### src/flash_call_params.svh
// Constants for the subsector erase and unique identification call engine
`ifndef FLASH_CALL_PARAMS_SVH
`define FLASH_CALL_PARAMS_SVH
`define OP_ERASE_SUB   8'h1D
`define OP_READ_UID    8'h1F
`define BLOCK_CODE     8'h01
`define ST_OK          4'hA
`define ST_ERR         4'hF
`define OPC_HI         31
`define OPC_LO         24
`define BLK_HI         15
`define BLK_LO         8
`define STALL_BIT      2
`define HWHV_BIT       1
`define LOT_HI         27
`define OFS_PARAM1     32'h0000_0004
`define OFS_PARAM2     32'h0000_0008
`define ERR_ALIGN      28'h000_0001
`define ERR_OPCODE     28'h000_0002
`define ERR_ERASE      28'h000_0003
`define ERR_SUPERVISORY_FLASH     28'h000_0004
`define ERR_MEMORY     28'h000_0005
`define ROW_BYTES      512
`define ROWS_PER_SUB   8
`define REG_MSG        4'h0
`define REG_STAT       4'h4
`define STAT_BUSY      0
`define STAT_DONE      1
`define STAT_BLOCK     2
`define UID_LOT        2'h0
`define UID_A          2'h1
`define UID_B          2'h2
`endif

### src/flash_call_pkg.sv
// Types shared by the call engine, its port checkers and its bench models
package flash_call_pkg;
  typedef enum logic [10:0] {
    S_IDLE   = 11'h001,
    S_RDCMD  = 11'h002,
    S_RDADDR = 11'h004,
    S_ERASE  = 11'h008,
    S_UIDLOT = 11'h010,
    S_UIDA   = 11'h020,
    S_UIDB   = 11'h040,
    S_WRSTAT = 11'h080,
    S_WRIDA  = 11'h100,
    S_WRIDB  = 11'h200,
    S_FINISH = 11'h400
  } call_state_t;
  typedef struct packed {
    logic        req;
    logic        write;
    logic [31:0] addr;
    logic [31:0] wdata;
  } mem_cmd_t;
  typedef struct packed {
    logic        ack;
    logic [31:0] rdata;
  } mem_rsp_t;
  typedef struct packed {
    logic        req;
    logic        hwHv;
    logic        stallAll;
    logic [31:0] base;
  } erase_cmd_t;
  typedef struct packed {
    logic       req;
    logic [1:0] index;
  } uid_cmd_t;
  typedef struct packed {
    logic        ack;
    logic        fail;
    logic [31:0] data;
  } flash_rsp_t;
endpackage : flash_call_pkg

### src/flash_subsector_erase_uid_call.sv
// System-call engine for subsector erase and unique identification read
`timescale 1ns/1ps
`default_nettype none
`include "flash_call_params.svh"
module flash_subsector_erase_uid_call #(
  parameter int ROW_BYTES    = `ROW_BYTES,
  parameter int ROWS_PER_SUB = `ROWS_PER_SUB
) (
  input  wire logic                       clk,
  input  wire logic                       nrst,
  input  wire logic [3:0]                 avsAddress,
  input  wire logic                       avsRead,
  input  wire logic                       avsWrite,
  input  wire logic [31:0]                avsWriteData,
  input  wire logic [3:0]                 avsByteEnable,
  output logic [31:0]                     avsReadData,
  output logic                            avsWaitRequest,
  output flash_call_pkg::mem_cmd_t        memCmd,
  input  wire flash_call_pkg::mem_rsp_t   memRsp,
  output flash_call_pkg::erase_cmd_t      eraseCmd,
  input  wire flash_call_pkg::flash_rsp_t eraseRsp,
  output flash_call_pkg::uid_cmd_t        uidCmd,
  input  wire flash_call_pkg::flash_rsp_t uidRsp,
  output logic                            cpuBlock,
  output logic                            callBusy
);
  import flash_call_pkg::*;

  localparam int SUB_BYTES = ROW_BYTES * ROWS_PER_SUB;

  typedef struct packed {
    call_state_t state;
    logic [31:0] ptr;
    logic [31:0] cmdWord;
    logic [31:0] target;
    logic [31:0] result;
    logic [31:0] idA;
    logic [31:0] idB;
    logic        resultValid;
    logic        busy;
    logic        block;
    mem_cmd_t    mem;
    erase_cmd_t  erase;
    uid_cmd_t    uid;
  } core_state_t;

  core_state_t st_ff;
  core_state_t nxt_st;
  logic        startPulse;
  logic [31:0] startPtr;

  ////////////////////////////////////////////////////////////////////////////////////////////
  // Helpers

  function automatic logic [31:0] okWord(input logic [27:0] payload);
    return {`ST_OK, payload};
  endfunction : okWord

  function automatic logic [31:0] errWord(input logic [27:0] code);
    return {`ST_ERR, code};
  endfunction : errWord

  function automatic mem_cmd_t memRead(input logic [31:0] addr);
    return '{req: 1'b1, write: 1'b0, addr: addr, wdata: 32'h0000_0000};
  endfunction : memRead

  function automatic mem_cmd_t memWrite(input logic [31:0] addr, input logic [31:0] data);
    return '{req: 1'b1, write: 1'b1, addr: addr, wdata: data};
  endfunction : memWrite

  function automatic logic [31:0] subBase(input logic [31:0] addr);
    // Any byte of the subsector selects it; the low bits are dropped
    return addr & ~(SUB_BYTES[31:0] - 32'h0000_0001);
  endfunction : subBase

  ////////////////////////////////////////////////////////////////////////////////////////////
  // Register front end

  call_regs u_regs (
    .clk            (clk),
    .nrst           (nrst),
    .avsAddress     (avsAddress),
    .avsRead        (avsRead),
    .avsWrite       (avsWrite),
    .avsWriteData   (avsWriteData),
    .avsByteEnable  (avsByteEnable),
    .avsReadData    (avsReadData),
    .avsWaitRequest (avsWaitRequest),
    .busy           (st_ff.busy),
    .blocking       (st_ff.block),
    .resultValid    (st_ff.resultValid),
    .resultWord     (st_ff.result),
    .startPulse     (startPulse),
    .startPtr       (startPtr)
  );

  ////////////////////////////////////////////////////////////////////////////////////////////
  // Call sequencer

  always_comb begin
    nxt_st = st_ff;
    nxt_st.resultValid = 1'b0;
    unique case (st_ff.state)
      S_IDLE: begin
        if (startPulse) begin
          nxt_st.ptr = startPtr;
          nxt_st.busy = 1'b1;
          // A misaligned pointer is answered with an error status written to its aligned word; no command is read
          if (startPtr[1:0] != 2'b00) begin
            nxt_st.result = errWord(`ERR_ALIGN);
            nxt_st.state = S_WRSTAT;
            nxt_st.mem = memWrite(startPtr & 32'hFFFF_FFFC, errWord(`ERR_ALIGN));
          end else begin
            nxt_st.state = S_RDCMD;
            nxt_st.mem = memRead(startPtr);
          end
        end
      end
      S_RDCMD: begin
        if (memRsp.ack) begin
          nxt_st.mem.req = 1'b0;
          nxt_st.cmdWord = memRsp.rdata;
          unique case (memRsp.rdata[`OPC_HI:`OPC_LO])
            `OP_ERASE_SUB: begin
              // Bits 23:16 never reach any decision here
              nxt_st.block = (memRsp.rdata[`BLK_HI:`BLK_LO] == `BLOCK_CODE);
              nxt_st.state = S_RDADDR;
              nxt_st.mem = memRead(st_ff.ptr + `OFS_PARAM1);
            end
            `OP_READ_UID: begin
              // Only the opcode byte is decoded; bits 15:0 are don't care
              nxt_st.state = S_UIDLOT;
              nxt_st.uid = '{req: 1'b1, index: `UID_LOT};
            end
            default: begin
              nxt_st.result = errWord(`ERR_OPCODE);
              nxt_st.state = S_WRSTAT;
              nxt_st.mem = memWrite(st_ff.ptr, errWord(`ERR_OPCODE));
            end
          endcase
        end
      end
      S_RDADDR: begin
        if (memRsp.ack) begin
          nxt_st.mem.req = 1'b0;
          nxt_st.target = memRsp.rdata;
          nxt_st.state = S_ERASE;
          nxt_st.erase.req = 1'b1;
          nxt_st.erase.base = subBase(memRsp.rdata);
          nxt_st.erase.hwHv = st_ff.cmdWord[`HWHV_BIT];
          nxt_st.erase.stallAll = st_ff.cmdWord[`STALL_BIT];
        end
      end
      S_ERASE: begin
        // Request is held as a level until the flash controller answers
        if (eraseRsp.ack) begin
          nxt_st.erase.req = 1'b0;
          nxt_st.erase.stallAll = 1'b0;
          nxt_st.result = eraseRsp.fail ? errWord(`ERR_ERASE) : okWord(28'h000_0000);
          nxt_st.state = S_WRSTAT;
          nxt_st.mem = memWrite(st_ff.ptr, nxt_st.result);
        end
      end
      S_UIDLOT: begin
        if (uidRsp.ack) begin
          nxt_st.uid.req = 1'b0;
          if (uidRsp.fail) begin
            nxt_st.result = errWord(`ERR_SUPERVISORY_FLASH);
            nxt_st.state = S_WRSTAT;
            nxt_st.mem = memWrite(st_ff.ptr, errWord(`ERR_SUPERVISORY_FLASH));
          end else begin
            nxt_st.result = okWord(uidRsp.data[`LOT_HI:0]);
            nxt_st.state = S_UIDA;
            nxt_st.uid = '{req: 1'b1, index: `UID_A};
          end
        end
      end
      S_UIDA: begin
        if (uidRsp.ack) begin
          nxt_st.uid.req = 1'b0;
          nxt_st.idA = uidRsp.data;
          if (uidRsp.fail) begin
            nxt_st.result = errWord(`ERR_SUPERVISORY_FLASH);
            nxt_st.state = S_WRSTAT;
            nxt_st.mem = memWrite(st_ff.ptr, errWord(`ERR_SUPERVISORY_FLASH));
          end else begin
            nxt_st.state = S_UIDB;
            nxt_st.uid = '{req: 1'b1, index: `UID_B};
          end
        end
      end
      S_UIDB: begin
        if (uidRsp.ack) begin
          nxt_st.uid.req = 1'b0;
          nxt_st.idB = uidRsp.data;
          if (uidRsp.fail) begin
            nxt_st.result = errWord(`ERR_SUPERVISORY_FLASH);
          end
          nxt_st.state = S_WRSTAT;
          nxt_st.mem = memWrite(st_ff.ptr, uidRsp.fail ? errWord(`ERR_SUPERVISORY_FLASH) : st_ff.result);
        end
      end
      S_WRSTAT: begin
        if (memRsp.ack) begin
          nxt_st.mem.req = 1'b0;
          // Identifier words follow only after a good identification read
          if ((st_ff.cmdWord[`OPC_HI:`OPC_LO] == `OP_READ_UID) &&
              (st_ff.result[31:28] == `ST_OK) && (st_ff.ptr[1:0] == 2'b00)) begin
            nxt_st.state = S_WRIDA;
            nxt_st.mem = memWrite(st_ff.ptr + `OFS_PARAM1, st_ff.idA);
          end else begin
            nxt_st.state = S_FINISH;
          end
        end
      end
      S_WRIDA: begin
        if (memRsp.ack) begin
          nxt_st.state = S_WRIDB;
          nxt_st.mem = memWrite(st_ff.ptr + `OFS_PARAM2, st_ff.idB);
        end
      end
      S_WRIDB: begin
        if (memRsp.ack) begin
          nxt_st.mem.req = 1'b0;
          nxt_st.state = S_FINISH;
        end
      end
      S_FINISH: begin
        // Status word is mirrored into the message data word as the call ends
        nxt_st.resultValid = 1'b1;
        nxt_st.busy = 1'b0;
        nxt_st.block = 1'b0;
        nxt_st.state = S_IDLE;
      end
    endcase
    if (~nrst) begin
      nxt_st.state = S_IDLE;
      nxt_st.ptr = 32'h0000_0000;
      nxt_st.cmdWord = 32'h0000_0000;
      nxt_st.target = 32'h0000_0000;
      nxt_st.result = 32'h0000_0000;
      nxt_st.idA = 32'h0000_0000;
      nxt_st.idB = 32'h0000_0000;
      nxt_st.resultValid = 1'b0;
      nxt_st.busy = 1'b0;
      nxt_st.block = 1'b0;
      nxt_st.mem = '{req: 1'b0, write: 1'b0, addr: 32'h0000_0000, wdata: 32'h0000_0000};
      nxt_st.erase = '{req: 1'b0, hwHv: 1'b0, stallAll: 1'b0, base: 32'h0000_0000};
      nxt_st.uid = '{req: 1'b0, index: 2'h0};
    end
  end

  always_ff @(posedge clk) begin
    st_ff <= nxt_st;
  end

  ////////////////////////////////////////////////////////////////////////////////////////////
  // Outputs, all straight from the state register

  assign memCmd   = st_ff.mem;
  assign eraseCmd = st_ff.erase;
  assign uidCmd   = st_ff.uid;
  assign cpuBlock = st_ff.block;
  assign callBusy = st_ff.busy;

endmodule : flash_subsector_erase_uid_call
`default_nettype wire

### src/call_regs.sv
// Avalon-MM register front end holding the message data word and call status
`timescale 1ns/1ps
`default_nettype none
`include "flash_call_params.svh"
module call_regs (
  input  wire logic        clk,
  input  wire logic        nrst,
  input  wire logic [3:0]  avsAddress,
  input  wire logic        avsRead,
  input  wire logic        avsWrite,
  input  wire logic [31:0] avsWriteData,
  input  wire logic [3:0]  avsByteEnable,
  output logic [31:0]      avsReadData,
  output logic             avsWaitRequest,
  input  wire logic        busy,
  input  wire logic        blocking,
  input  wire logic        resultValid,
  input  wire logic [31:0] resultWord,
  output logic             startPulse,
  output logic [31:0]      startPtr
);
  import flash_call_pkg::*;
  typedef struct packed {
    logic        waitReq;
    logic [31:0] readData;
    logic [31:0] msgData;
    logic        done;
    logic        start;
  } regs_state_t;
  regs_state_t st_ff;
  regs_state_t nxt_st;
  logic        acc;
  logic [31:0] merged;
  function automatic logic [31:0] mergeBytes(input logic [31:0] old, input logic [31:0] nw,
                                             input logic [3:0] be);
    for (int i = 0; i < 4; i++) begin
      old[i*8 +: 8] = be[i] ? nw[i*8 +: 8] : old[i*8 +: 8];
    end
    return old;
  endfunction : mergeBytes
  always_comb begin
    nxt_st = st_ff;
    nxt_st.start = 1'b0;
    acc = (avsRead | avsWrite) & ~st_ff.waitReq;
    merged = mergeBytes(st_ff.msgData, avsWriteData, avsByteEnable);
    // One wait state: waitrequest drops for the single completing cycle
    nxt_st.waitReq = ~((avsRead | avsWrite) & st_ff.waitReq);
    if (avsRead & st_ff.waitReq) begin
      unique case (avsAddress)
        `REG_MSG:  nxt_st.readData = st_ff.msgData;
        `REG_STAT: nxt_st.readData = {29'h000_0000, blocking, st_ff.done, busy};
        default:   nxt_st.readData = 32'h0000_0000;
      endcase
    end
    if (acc & avsWrite & (avsAddress == `REG_MSG) & ~busy & ~st_ff.start) begin
      nxt_st.msgData = merged;
      nxt_st.start = 1'b1;
    end
    if (acc & avsWrite & (avsAddress == `REG_STAT) & avsByteEnable[0] &
        avsWriteData[`STAT_DONE]) begin
      nxt_st.done = 1'b0;
    end
    // Result write-back and completion flag override a software access
    if (resultValid) begin
      nxt_st.msgData = resultWord;
      nxt_st.done = 1'b1;
    end
    if (~nrst) begin
      nxt_st = '{waitReq: 1'b1, readData: 32'h0000_0000, msgData: 32'h0000_0000,
                 done: 1'b0, start: 1'b0};
    end
  end
  always_ff @(posedge clk) begin
    st_ff <= nxt_st;
  end
  assign avsReadData    = st_ff.readData;
  assign avsWaitRequest = st_ff.waitReq;
  assign startPulse     = st_ff.start;
  assign startPtr       = st_ff.msgData;
endmodule : call_regs
`default_nettype wire

### config.mk
export PLATFORM = sky130hd
export DESIGN_NAME = flash_subsector_erase_uid_call
export DESIGN_NICKNAME = d
export VERILOG_FILES = /design/src/flash_call_pkg.sv /design/src/flash_subsector_erase_uid_call.sv /design/src/call_regs.sv
export VERILOG_INCLUDE_DIRS = /design/src /design/src/src
export SDC_FILE = /design/constraint.sdc
export NUM_CORES = 1
export LEC_CHECK = 0
export ABC_AREA = 1
export BUFFER_PORTS_ARGS = -buffer_cell sky130_fd_sc_hd__buf_2
export CORE_AREA = 2 2 201 203
export CTS_BUF_LIST = sky130_fd_sc_hd__clkbuf_16
export CTS_CLUSTER_SIZE = 25
export DETAILED_ROUTE_END_ITERATION = 16
export DIE_AREA = 0 0 203 205
export PLACE_DENSITY = 0.68
export SLEW_MARGIN = 20
export SYNTH_ARGS = -nofsm -noshare
export SYNTH_HDL_FRONTEND = slang
export SYNTH_SLANG_ARGS = --single-unit
### constraint.sdc
create_clock -name clk -period 6.5 [get_ports clk]
set_clock_uncertainty 0.2 [all_clocks]
set_input_delay 1.3 -clock clk [delete_from_list [all_inputs] [get_ports clk]]
set_output_delay 1.3 -clock clk [all_outputs]
set_load 0.01 [all_outputs]
; Word-level counts from Yosys, hierarchy flattened
; Cells that the tools add are included.
[word_totals]
in_bits = 145
ff_bits = 333
[op_classes]
reduce_logical = 40
bitwise_logic = 15
n_eq_ne = 38
add_sub_neg = 2
muxes = 69
[ops]
columns = cell, count
row1 = two-way mux 66 bit, 7
row2 = one-hot mux 65 bit (7 select lines), 1
row3 = two-way mux 32 bit, 9
row4 = one-hot mux 32 bit (6 select lines), 1
row5 = two-way mux 67 bit, 2
row6 = one-hot mux 66 bit (2 select lines), 1
row7 = one-hot mux 11 bit (11 select lines), 1
row8 = two-way mux 11 bit, 10
row9 = two-way mux 65 bit, 1
row10 = two-way mux 64 bit, 1
row11 = one-hot mux 32 bit (2 select lines), 1
row12 = two-way mux 31 bit, 2
row13 = two-way mux 8 bit, 7
row14 = two-way mux 43 bit, 1
row15 = two-way mux 35 bit, 1
row16 = two-way mux 33 bit, 1
row17 = adder 32 x 3 -> 32 bit (second input constant), 1
row18 = adder 32 x 4 -> 32 bit (second input constant), 1
row19 = != test 2 bit (second input constant), 15
row20 = equality test 8 x 5 -> 1 bit (second input constant), 3
row21 = AND reduction 10 bit, 2
row22 = AND reduction 2 bit, 10
row23 = nonzero test 2 bit, 10
row24 = two-way mux 3 bit, 6
row25 = other kinds (38), 69

; Longest topological paths before layout
; Gate-level depths: netlist of run 1.
[logic_depth]
depth_word = 8
depth_mapped = 16

; By module
; A second synthesis of run 1 with hierarchy kept.
[unflattened]
cells_unflattened = 2450
area_unflattened_um2 = 16821.1
[modules_own_cells]
columns = mod, area_per_inst_um2, cells_per_inst, seq_area_each_um2, instances
row1 = flash_subsector_erase_uid_call, 13377.8, 1999, 4884.7, 1
row2 = call_regs, 3443.3, 451, 1341.3, 1

; Worst setup path after synthesis of run 1
; OpenSTA, ideal clock, no wires.
[synth_timing]
path_kind = in2reg
from = in avsAddress[1]
to = reg u_regs.st_ff (netlist bit u_regs.startPtr[27])
cell_stages = 8
slack_ns = 3.612
t_arrival_ns = 2.613
cell_sequence = nor2_1 > nand2_1 > nor4_1 > a21oi_1 > inv_1 > buf_2 > o21ai_0 > a31oi_1
[synth_via]
elab_chain_cells = 6
[synth_rtl]
columns = element, line_no
row1 = from (decl), flash_subsector_erase_uid_call.sv:11  ; input wire logic [3:0] avsAddress,
row2 = logical NOT 4 bit (no line), -
row3 = bitwise AND 1 bit (3 in series), call_regs.sv:55  ; if (acc & avsWrite & (avsAddress == `REG_MSG) & ~busy & ~st_ff.start) begin
row4 = nonzero test 2 bit (no line), -
row5 = AND reduction 2 bit (no line), -
row6 = to (signal assigned), call_regs.sv:74  ; st_ff <= nxt_st;
row7 = to (decl), call_regs.sv:30  ; regs_state_t st_ff;
; No other way between the ends.
; A chain may end at the register's enable or synchronous reset.

; Worst setup path after layout of run 1
[layout_timing]
from = reg st_ff[303] in the netlist's numbering
to = reg st_ff (netlist bit memCmd[29])
[layout_via]
elab_chain_cells = 4
word_cells_on_any_way = 22
classes_between = eq/ne (18) / mux (1) / reduce/logical (3)
[layout_rtl]
columns = element, line_no
row1 = from (decl), flash_subsector_erase_uid_call.sv:47  ; core_state_t st_ff;
row2 = from (signal assigned), flash_subsector_erase_uid_call.sv:254  ; st_ff <= nxt_st;
row3 = equality test 11 x 6 -> 1 bit or equality test 11 x 5 -> 1 bit (tied branches), flash_subsector_erase_uid_call.sv:103  ; unique case (st_ff.state)
row4 = OR reduction 2 bit (no line), -
row5 = nonzero test 7 bit (no line) or != test 2 x 1 -> 1 bit (tied branches), -
row6 = AND reduction 11 bit (no line), -
; Several ways; a longest one is shown, not always the timed one.

==> reports/qor.csv, run 1 <==
metric;value;unit
Max-Slew Margin vs Limit;0.295;
Distinct cells, synth;50;
CTS tree;yes;
Top delay family on crit path;simple AND/OR/NAND/NOR gates;
via/cell ratio;5.47;
leading post-synthesis cells by cell area;dfxtp_1 38%, nand2_1 12%, o21ai_0 8.5%;
final period utilization;0.562;
Max Fclk;274;MHz
Clk pin slew, worst setup/hold paths;0.05;ns
Worst VDD drop;0.337;mV
hold_buf cts;0;
DIE AREA;41600;sq um
cell chosen for the clock root;clkbuf_16;
DP Area;16800;sq um
Hold Violations, Final;0;
post-route insts no fill;2998;
Fill cells;4146;
first-pass GRT wire length;87800;um
most instantiated cells after synthesis;508 x nand2_1, 311 x dfxtp_1, 276 x o21ai_0;
Min Clock Period, post-route;3.65;ns
synthesized area per cell;6.79;sq um
Async SR Flop Fraction;0;
number of synthesized flops with an enable pin;0;
Pwr Density;337;nW/um^2
IO Count;284;
Final nets;2593;
WL final;57400;um
RSZ-0062 raised after global routing;no;
Leak;0.00755;uW
Layout Area Growth over Synthesis;9.44;%
Setup crit end kind;register;
vias;16393;
initial antenna violation count;4;
Remaining DRCs;0;
Final Instance Area;17900;sq um
Setup CP Type;register to register;
CP max-delay cell;nand3_2;
routability cong.;0.934;
drt pass-1 iters;6;
CP Max Fanout;35;
highest routed layer;met5;
number of global-route vias before repair;15269;
total global-route track usage;0.272;
Clock Path Buffers;3;
critical-path cell list;nor2_1 -> nand2_2 -> nor2_2 -> nand2_2 -> nand2_2 -> nor2_4 -> nand2_1 -> nand3_2 -> a21oi_2 -> a21oi_1;
# placed instances;2933;
setup repair bufs after CTS;0;
Worst-Margin Slew;1.06;ns
IO buf count;233;
Avg WL per Cell;19.2;um
H-tree Lvls;2;
layout cells sized above 1;0.144;
metal2 WL;25900;um
Total Neg Setup Slack;0;ns
Hold Startpoint;eraseCmd[31];
CP Launch Type;register;
Top FF cell, synth;dfxtp_1;
most frequent CP cell;nand2_2;
Register Area;6230;sq um
Synth top area share;0.381;
RR Startpoint;st_ff[303];
cell taking the most area after synthesis;dfxtp_1;
clk_lat worst skew;0.57;ns
Initial Utilization;0.415;
routed length on met3;4690;um
Fin Hold WS;0.241;ns
final setup vio count;0;
Synth Register Bits;311;
max-slew violations;0;
CP arrival;3.88;ns
Die Span X;203;um
post-cts repair resize count;0;
Max-Cap Viols;0;
area of the core;39400;sq um
Die Y;205;um
top-count cell post-synth;nand2_1;
WP data required;6.72;ns
1st-iter DRT viols;1541;
WP buf/inv;0;
row cnt;73;
slowest stage delay, CP;0.63;ns
Seq/Total Area, Yosys;0.381;
grt ovf;0;
clock sinks;311;
crit path from;st_ff[303];
Multi-input gate area;7680;sq um
clock buffer count from CTS;36;
Routed met1 length;24200;um
Cells after Synth;2406;
outcome;finished clean;
YS warnings;0;
Synth Cell Area;16300;sq um
Final ANT Viol Nets;0;
Tightest Hold Check Type;register to register;
largest net degree at the start of global routing;116;
Detailed Place HPWL;41100;um
Layout Utilization;0.454;
## path summary, 6_finish.rpt
check,endpoint,slack [ns],cells past startpoint
max,memCmd[29],2.85,10
min reg2reg,eraseCmd[31],0.24,2
max reg2reg,memCmd[29],2.85,10
min,eraseCmd[31],0.24,2
## stage by stage
stage	total power, uW	worst slack, ns
final	6030	2.85
after global routing	6340	2.52
after CTS	6050	2.84
after detailed placement	4080	2.38
after global placement	4060	2.38
after floorplan	3620	3.61
## logic make-up after synthesis
family | share of synthesized area
buffers and inverters | 0.151
adders and majority gates | 0.00153
and+or+nand+nor | 0.247
DFF | 0.381
other | 0.000230
xor gates and xnor gates | 0.00161
AOI/OAI and AO/OA | 0.218
## placed cells by master (no fill, tap or decap), types with 5 or more instances in the layout
cell / count
o22ai_1: 5
nand3_1: 103
a31oi_1: 32
nand2_1: 508
dfxtp_1: 311
clkinv_1: 11
a21oi_1: 255
inv_2: 11
conb_1: 12
or2_2: 6
a211oi_1: 7
o221ai_1: 25
buf_2: 232
o21ai_0: 276
clkbuf_16: 37
nor3_1: 27
a22oi_1: 30
nor2_1: 214
nand2_2: 17
o211ai_1: 5
nor2_2: 9
nor4_1: 5
inv_1: 234
buf_4: 17
nand4_1: 29
## metal layers
layer	vias up	global-route usage
met5	-	0
met2	681	0.443
met1	7684	0.349
li1	7887	-
met4	2	0.127
met3	139	0.0498
## tightest hold or removal path, stage by stage (launching register included)
cell and delay [ns]:
dfxtp_1 0.30, inv_1 0.04, a21oi_1 0.05
## power breakdown
group	internal [uW]	switching [uW]	total, uW
clock	1120	848	1970
sequential	2060	93.0	2150
combinational	513	1400	1910
total	3690	2340	6030
## final cells by class
type / count / area share
Inverter: 239 / 0.0502
Tap cell: 525 / 0.0367
Sequential cell: 311 / 0.348
Timing Repair Buffer: 249 / 0.0721
Clock buffer: 37 / 0.0518
Multi-Input combinational cell: 1609 / 0.430
Clock inverter: 25 / 0.0106
Antenna cell: 3 / 0.000420
## sequential cells by signal, indices dropped and copies added, names as in the netlist
register / cells
u_regs.avsWaitRequest: 1
st_ff: 150
callBusy: 1
uidCmd: 3
u_regs.startPtr: 32
eraseCmd: 23
memCmd: 66
cpuBlock: 1
u_regs.st_ff: 1
u_regs.avsReadData: 32
u_regs.startPulse: 1
Note: power is estimated with default switching activity, not from simulation.
==> run 2, diff against run 1 <==
==> constraint.sdc (replaced) <==
create_clock -name clk -period 3.66 [get_ports clk]
set_clock_uncertainty 0.2 [all_clocks]
set_input_delay 0.732 -clock clk [delete_from_list [all_inputs] [get_ports clk]]
set_output_delay 0.732 -clock clk [all_outputs]
set_load 0.01 [all_outputs]
==> run 2 against run 1 <==
Compared with the run above:
- global-route usage about the same
- routed wire length up 0.54%
- non-clock buffer count up 19
- die area unchanged
- setup slack got worse by 2.2 ns
- flip-flop and latch count unchanged
- sequential power up 78%
- cell area increased by 1.1%
==> reports/qor.csv, run 2 (synthesized netlist as in run 1, its figures left out) <==
metric;value;unit;change
final period utilization;0.817;;+0.255
number of global-route vias before repair;15274;;+0.033%
final setup vio count;0;;unchanged
WP data required;3.89;ns;-2.83 ns
cell chosen for the clock root;clkbuf_16;;
largest register by flop count;st_ff;;
outcome;finished clean;;
max reg flops;150;;unchanged
Pwr Density;600;nW/um^2;+78%
Top delay family on crit path;simple AND/OR/NAND/NOR gates;;
critical-path cell list;inv_1 -> nand2_1 -> nor2_1 -> nand2_4 -> nand2_1 -> nor2_4 -> nand2_2 -> nor2_8 -> nand2_2 -> nand2_2 -> buf_4 -> nor2_1 -> nand2_1 -> a21oi_1;;
Int Pwr;6700;uW;+81%
CTS tree;yes;;
clock sinks;311;;unchanged
setup repair bufs after CTS;0;;unchanged
WP buf/inv;2;;+2
CP Max Fanout;33;;-5.7%
Avg WL per Cell;19.1;um;-0.23%
Remaining DRCs;0;;unchanged
routed length on met3;4470;um;-4.7%
clock buffer count from CTS;36;;unchanged
WL final;57700;um;+0.54%
slowest stage delay, CP;0.39;ns;-0.24 ns
drt pass-1 iters;5;;-1
Clk pin slew, worst setup/hold paths;0.06;ns;about the same
Clock Path Buffers;3;;unchanged
max-slew violations;0;;unchanged
CP max-delay cell;dfxtp_1;;
post-route setup slack;0.671;ns;-2.18 ns
1st-iter DRT viols;1419;;-7.9%
Setup crit end kind;register;;
H-tree Lvls;2;;unchanged
IO Count;284;;unchanged
Tightest Hold Check Type;input pin to register;;
layout cells sized above 1;0.151;;+0.00716
CP Launch Type;register;;
Worst-Margin Slew;0.860;ns;-0.197 ns
Total Neg Setup Slack;0;ns;unchanged
Hold Violations, Final;0;;unchanged
metal2 WL;26000;um;+0.35%
post-cts repair resize count;0;;unchanged
Detailed Place HPWL;42400;um;+3.1%
Leak;0.00768;uW;+1.8%
clock power share;0.320;;-0.006
switch share;0.383;;-0.00507
most frequent cells in the layout;508 x nand2_1, 311 x dfxtp_1, 276 x o21ai_0;;
grt ovf;0;;unchanged
Routed met1 length;24900;um;+3.0%
hold_buf cts;0;;unchanged
Max-Cap Viols;0;;unchanged
Die Y;205;um;unchanged
combinational power share;0.327;;+0.010
largest net degree at the start of global routing;171;;+47%
register share of total power;0.353;;-0.004
Setup CP Type;register to register;;
Layout Area Growth over Synthesis;10.6;%;
RSZ-0062 raised after global routing;no;;
Final nets;2612;;+0.73%
Initial Utilization;0.415;;unchanged
Min Clock Period, post-route;2.99;ns;-0.664 ns
row cnt;73;;unchanged
IO buf count;233;;unchanged
worst slack, placed;0.637;ns;-1.74 ns
routability cong.;0.926;;-0.84%
Max-Slew Margin vs Limit;0.426;;+0.131
vias;16371;;-0.13%
via/cell ratio;5.42;;-0.89%
initial antenna violation count;3;;-1
Worst VDD drop;0.384;mV;+14%
Final ANT Viol Nets;0;;unchanged
first-pass GRT wire length;87700;um;about the same
DIE AREA;41600;sq um;unchanged
Sw Pwr;4150;uW;+78%
total global-route track usage;0.272;;about the same
Pwr Total;10800;uW;+80%
most common cell after layout, fill and taps aside;nand2_1;;
CP arrival;3.22;ns;-0.66 ns
clk_lat worst skew;0.56;ns;about the same
Die Span X;203;um;unchanged
area of the core;39400;sq um;unchanged
highest routed layer;met4;;
Max Fclk;335;MHz;+22%
Layout Utilization;0.459;;+0.00493
-- run 2: per-layer routing --
layer / global-route usage / vias up
li1: - / 7930
met1: 0.356 / 7652
met2: 0.442 / 678
met3: 0.0536 / 111
met4: 0.108 / 0
met5: 0 / -
-- run 2: layout make-up --
type | instances | area [sq um]
clock buffers | 37 | 926
flip-flops and latches | 311 | 6230
inverters | 239 | 897
diodes | 4 | 10.0
repair buffers | 268 | 1480
well taps | 525 | 657
clock inverters | 28 | 190
fillers | 4094 | 21300
multi-input cells | 1609 | 7680
-- run 2: path summary, 6_finish.rpt --
path / startpoint / endpoint / slack, ns / cells after the start
max: st_ff[303] / memCmd[63] / 0.67 / 14
min: avsRead / u_regs.avsWaitRequest / 0.21 / 2
max reg2reg: st_ff[303] / memCmd[63] / 0.67 / 14
min reg2reg: eraseCmd[25] / eraseCmd[25] / 0.24 / 2
-- run 2: stage by stage --
stage	instance area, sq um	instances	hold WS, ns
after floorplan	16400	2417	0.220
after global placement	16900	2952	0.229
after detailed placement	16900	2952	0.235
after CTS	18100	3017	0.195
after global routing	18100	3018	0.220
final	18100	3021	0.212
-- run 2: worst register-to-register path, cell delays in order (launching register included) --
cell and delay [ns]:
dfxtp_1 0.39, inv_1 0.08, nand2_1 0.11, nor2_1 0.11, nand2_4 0.39, nand2_1 0.23
nor2_4 0.18, nand2_2 0.11, nor2_8 0.20, nand2_2 0.07, nand2_2 0.28, buf_4 0.28
nor2_1 0.06, nand2_1 0.12, a21oi_1 0.07
-- run 2: power by group through the flow --
stage / clock, uW / sequential (uW) / combinational (uW)
6_report: 3470 / 3830 / 3550
5_1_grt: 3690 / 3860 / 3880
4_1_cts: 3530 / 3830 / 3510
3_5_place_dp: 0 / 3900 / 3490
3_3_place_gp: 0 / 3900 / 3470
2_1_floorplan: 0 / 3840 / 2590
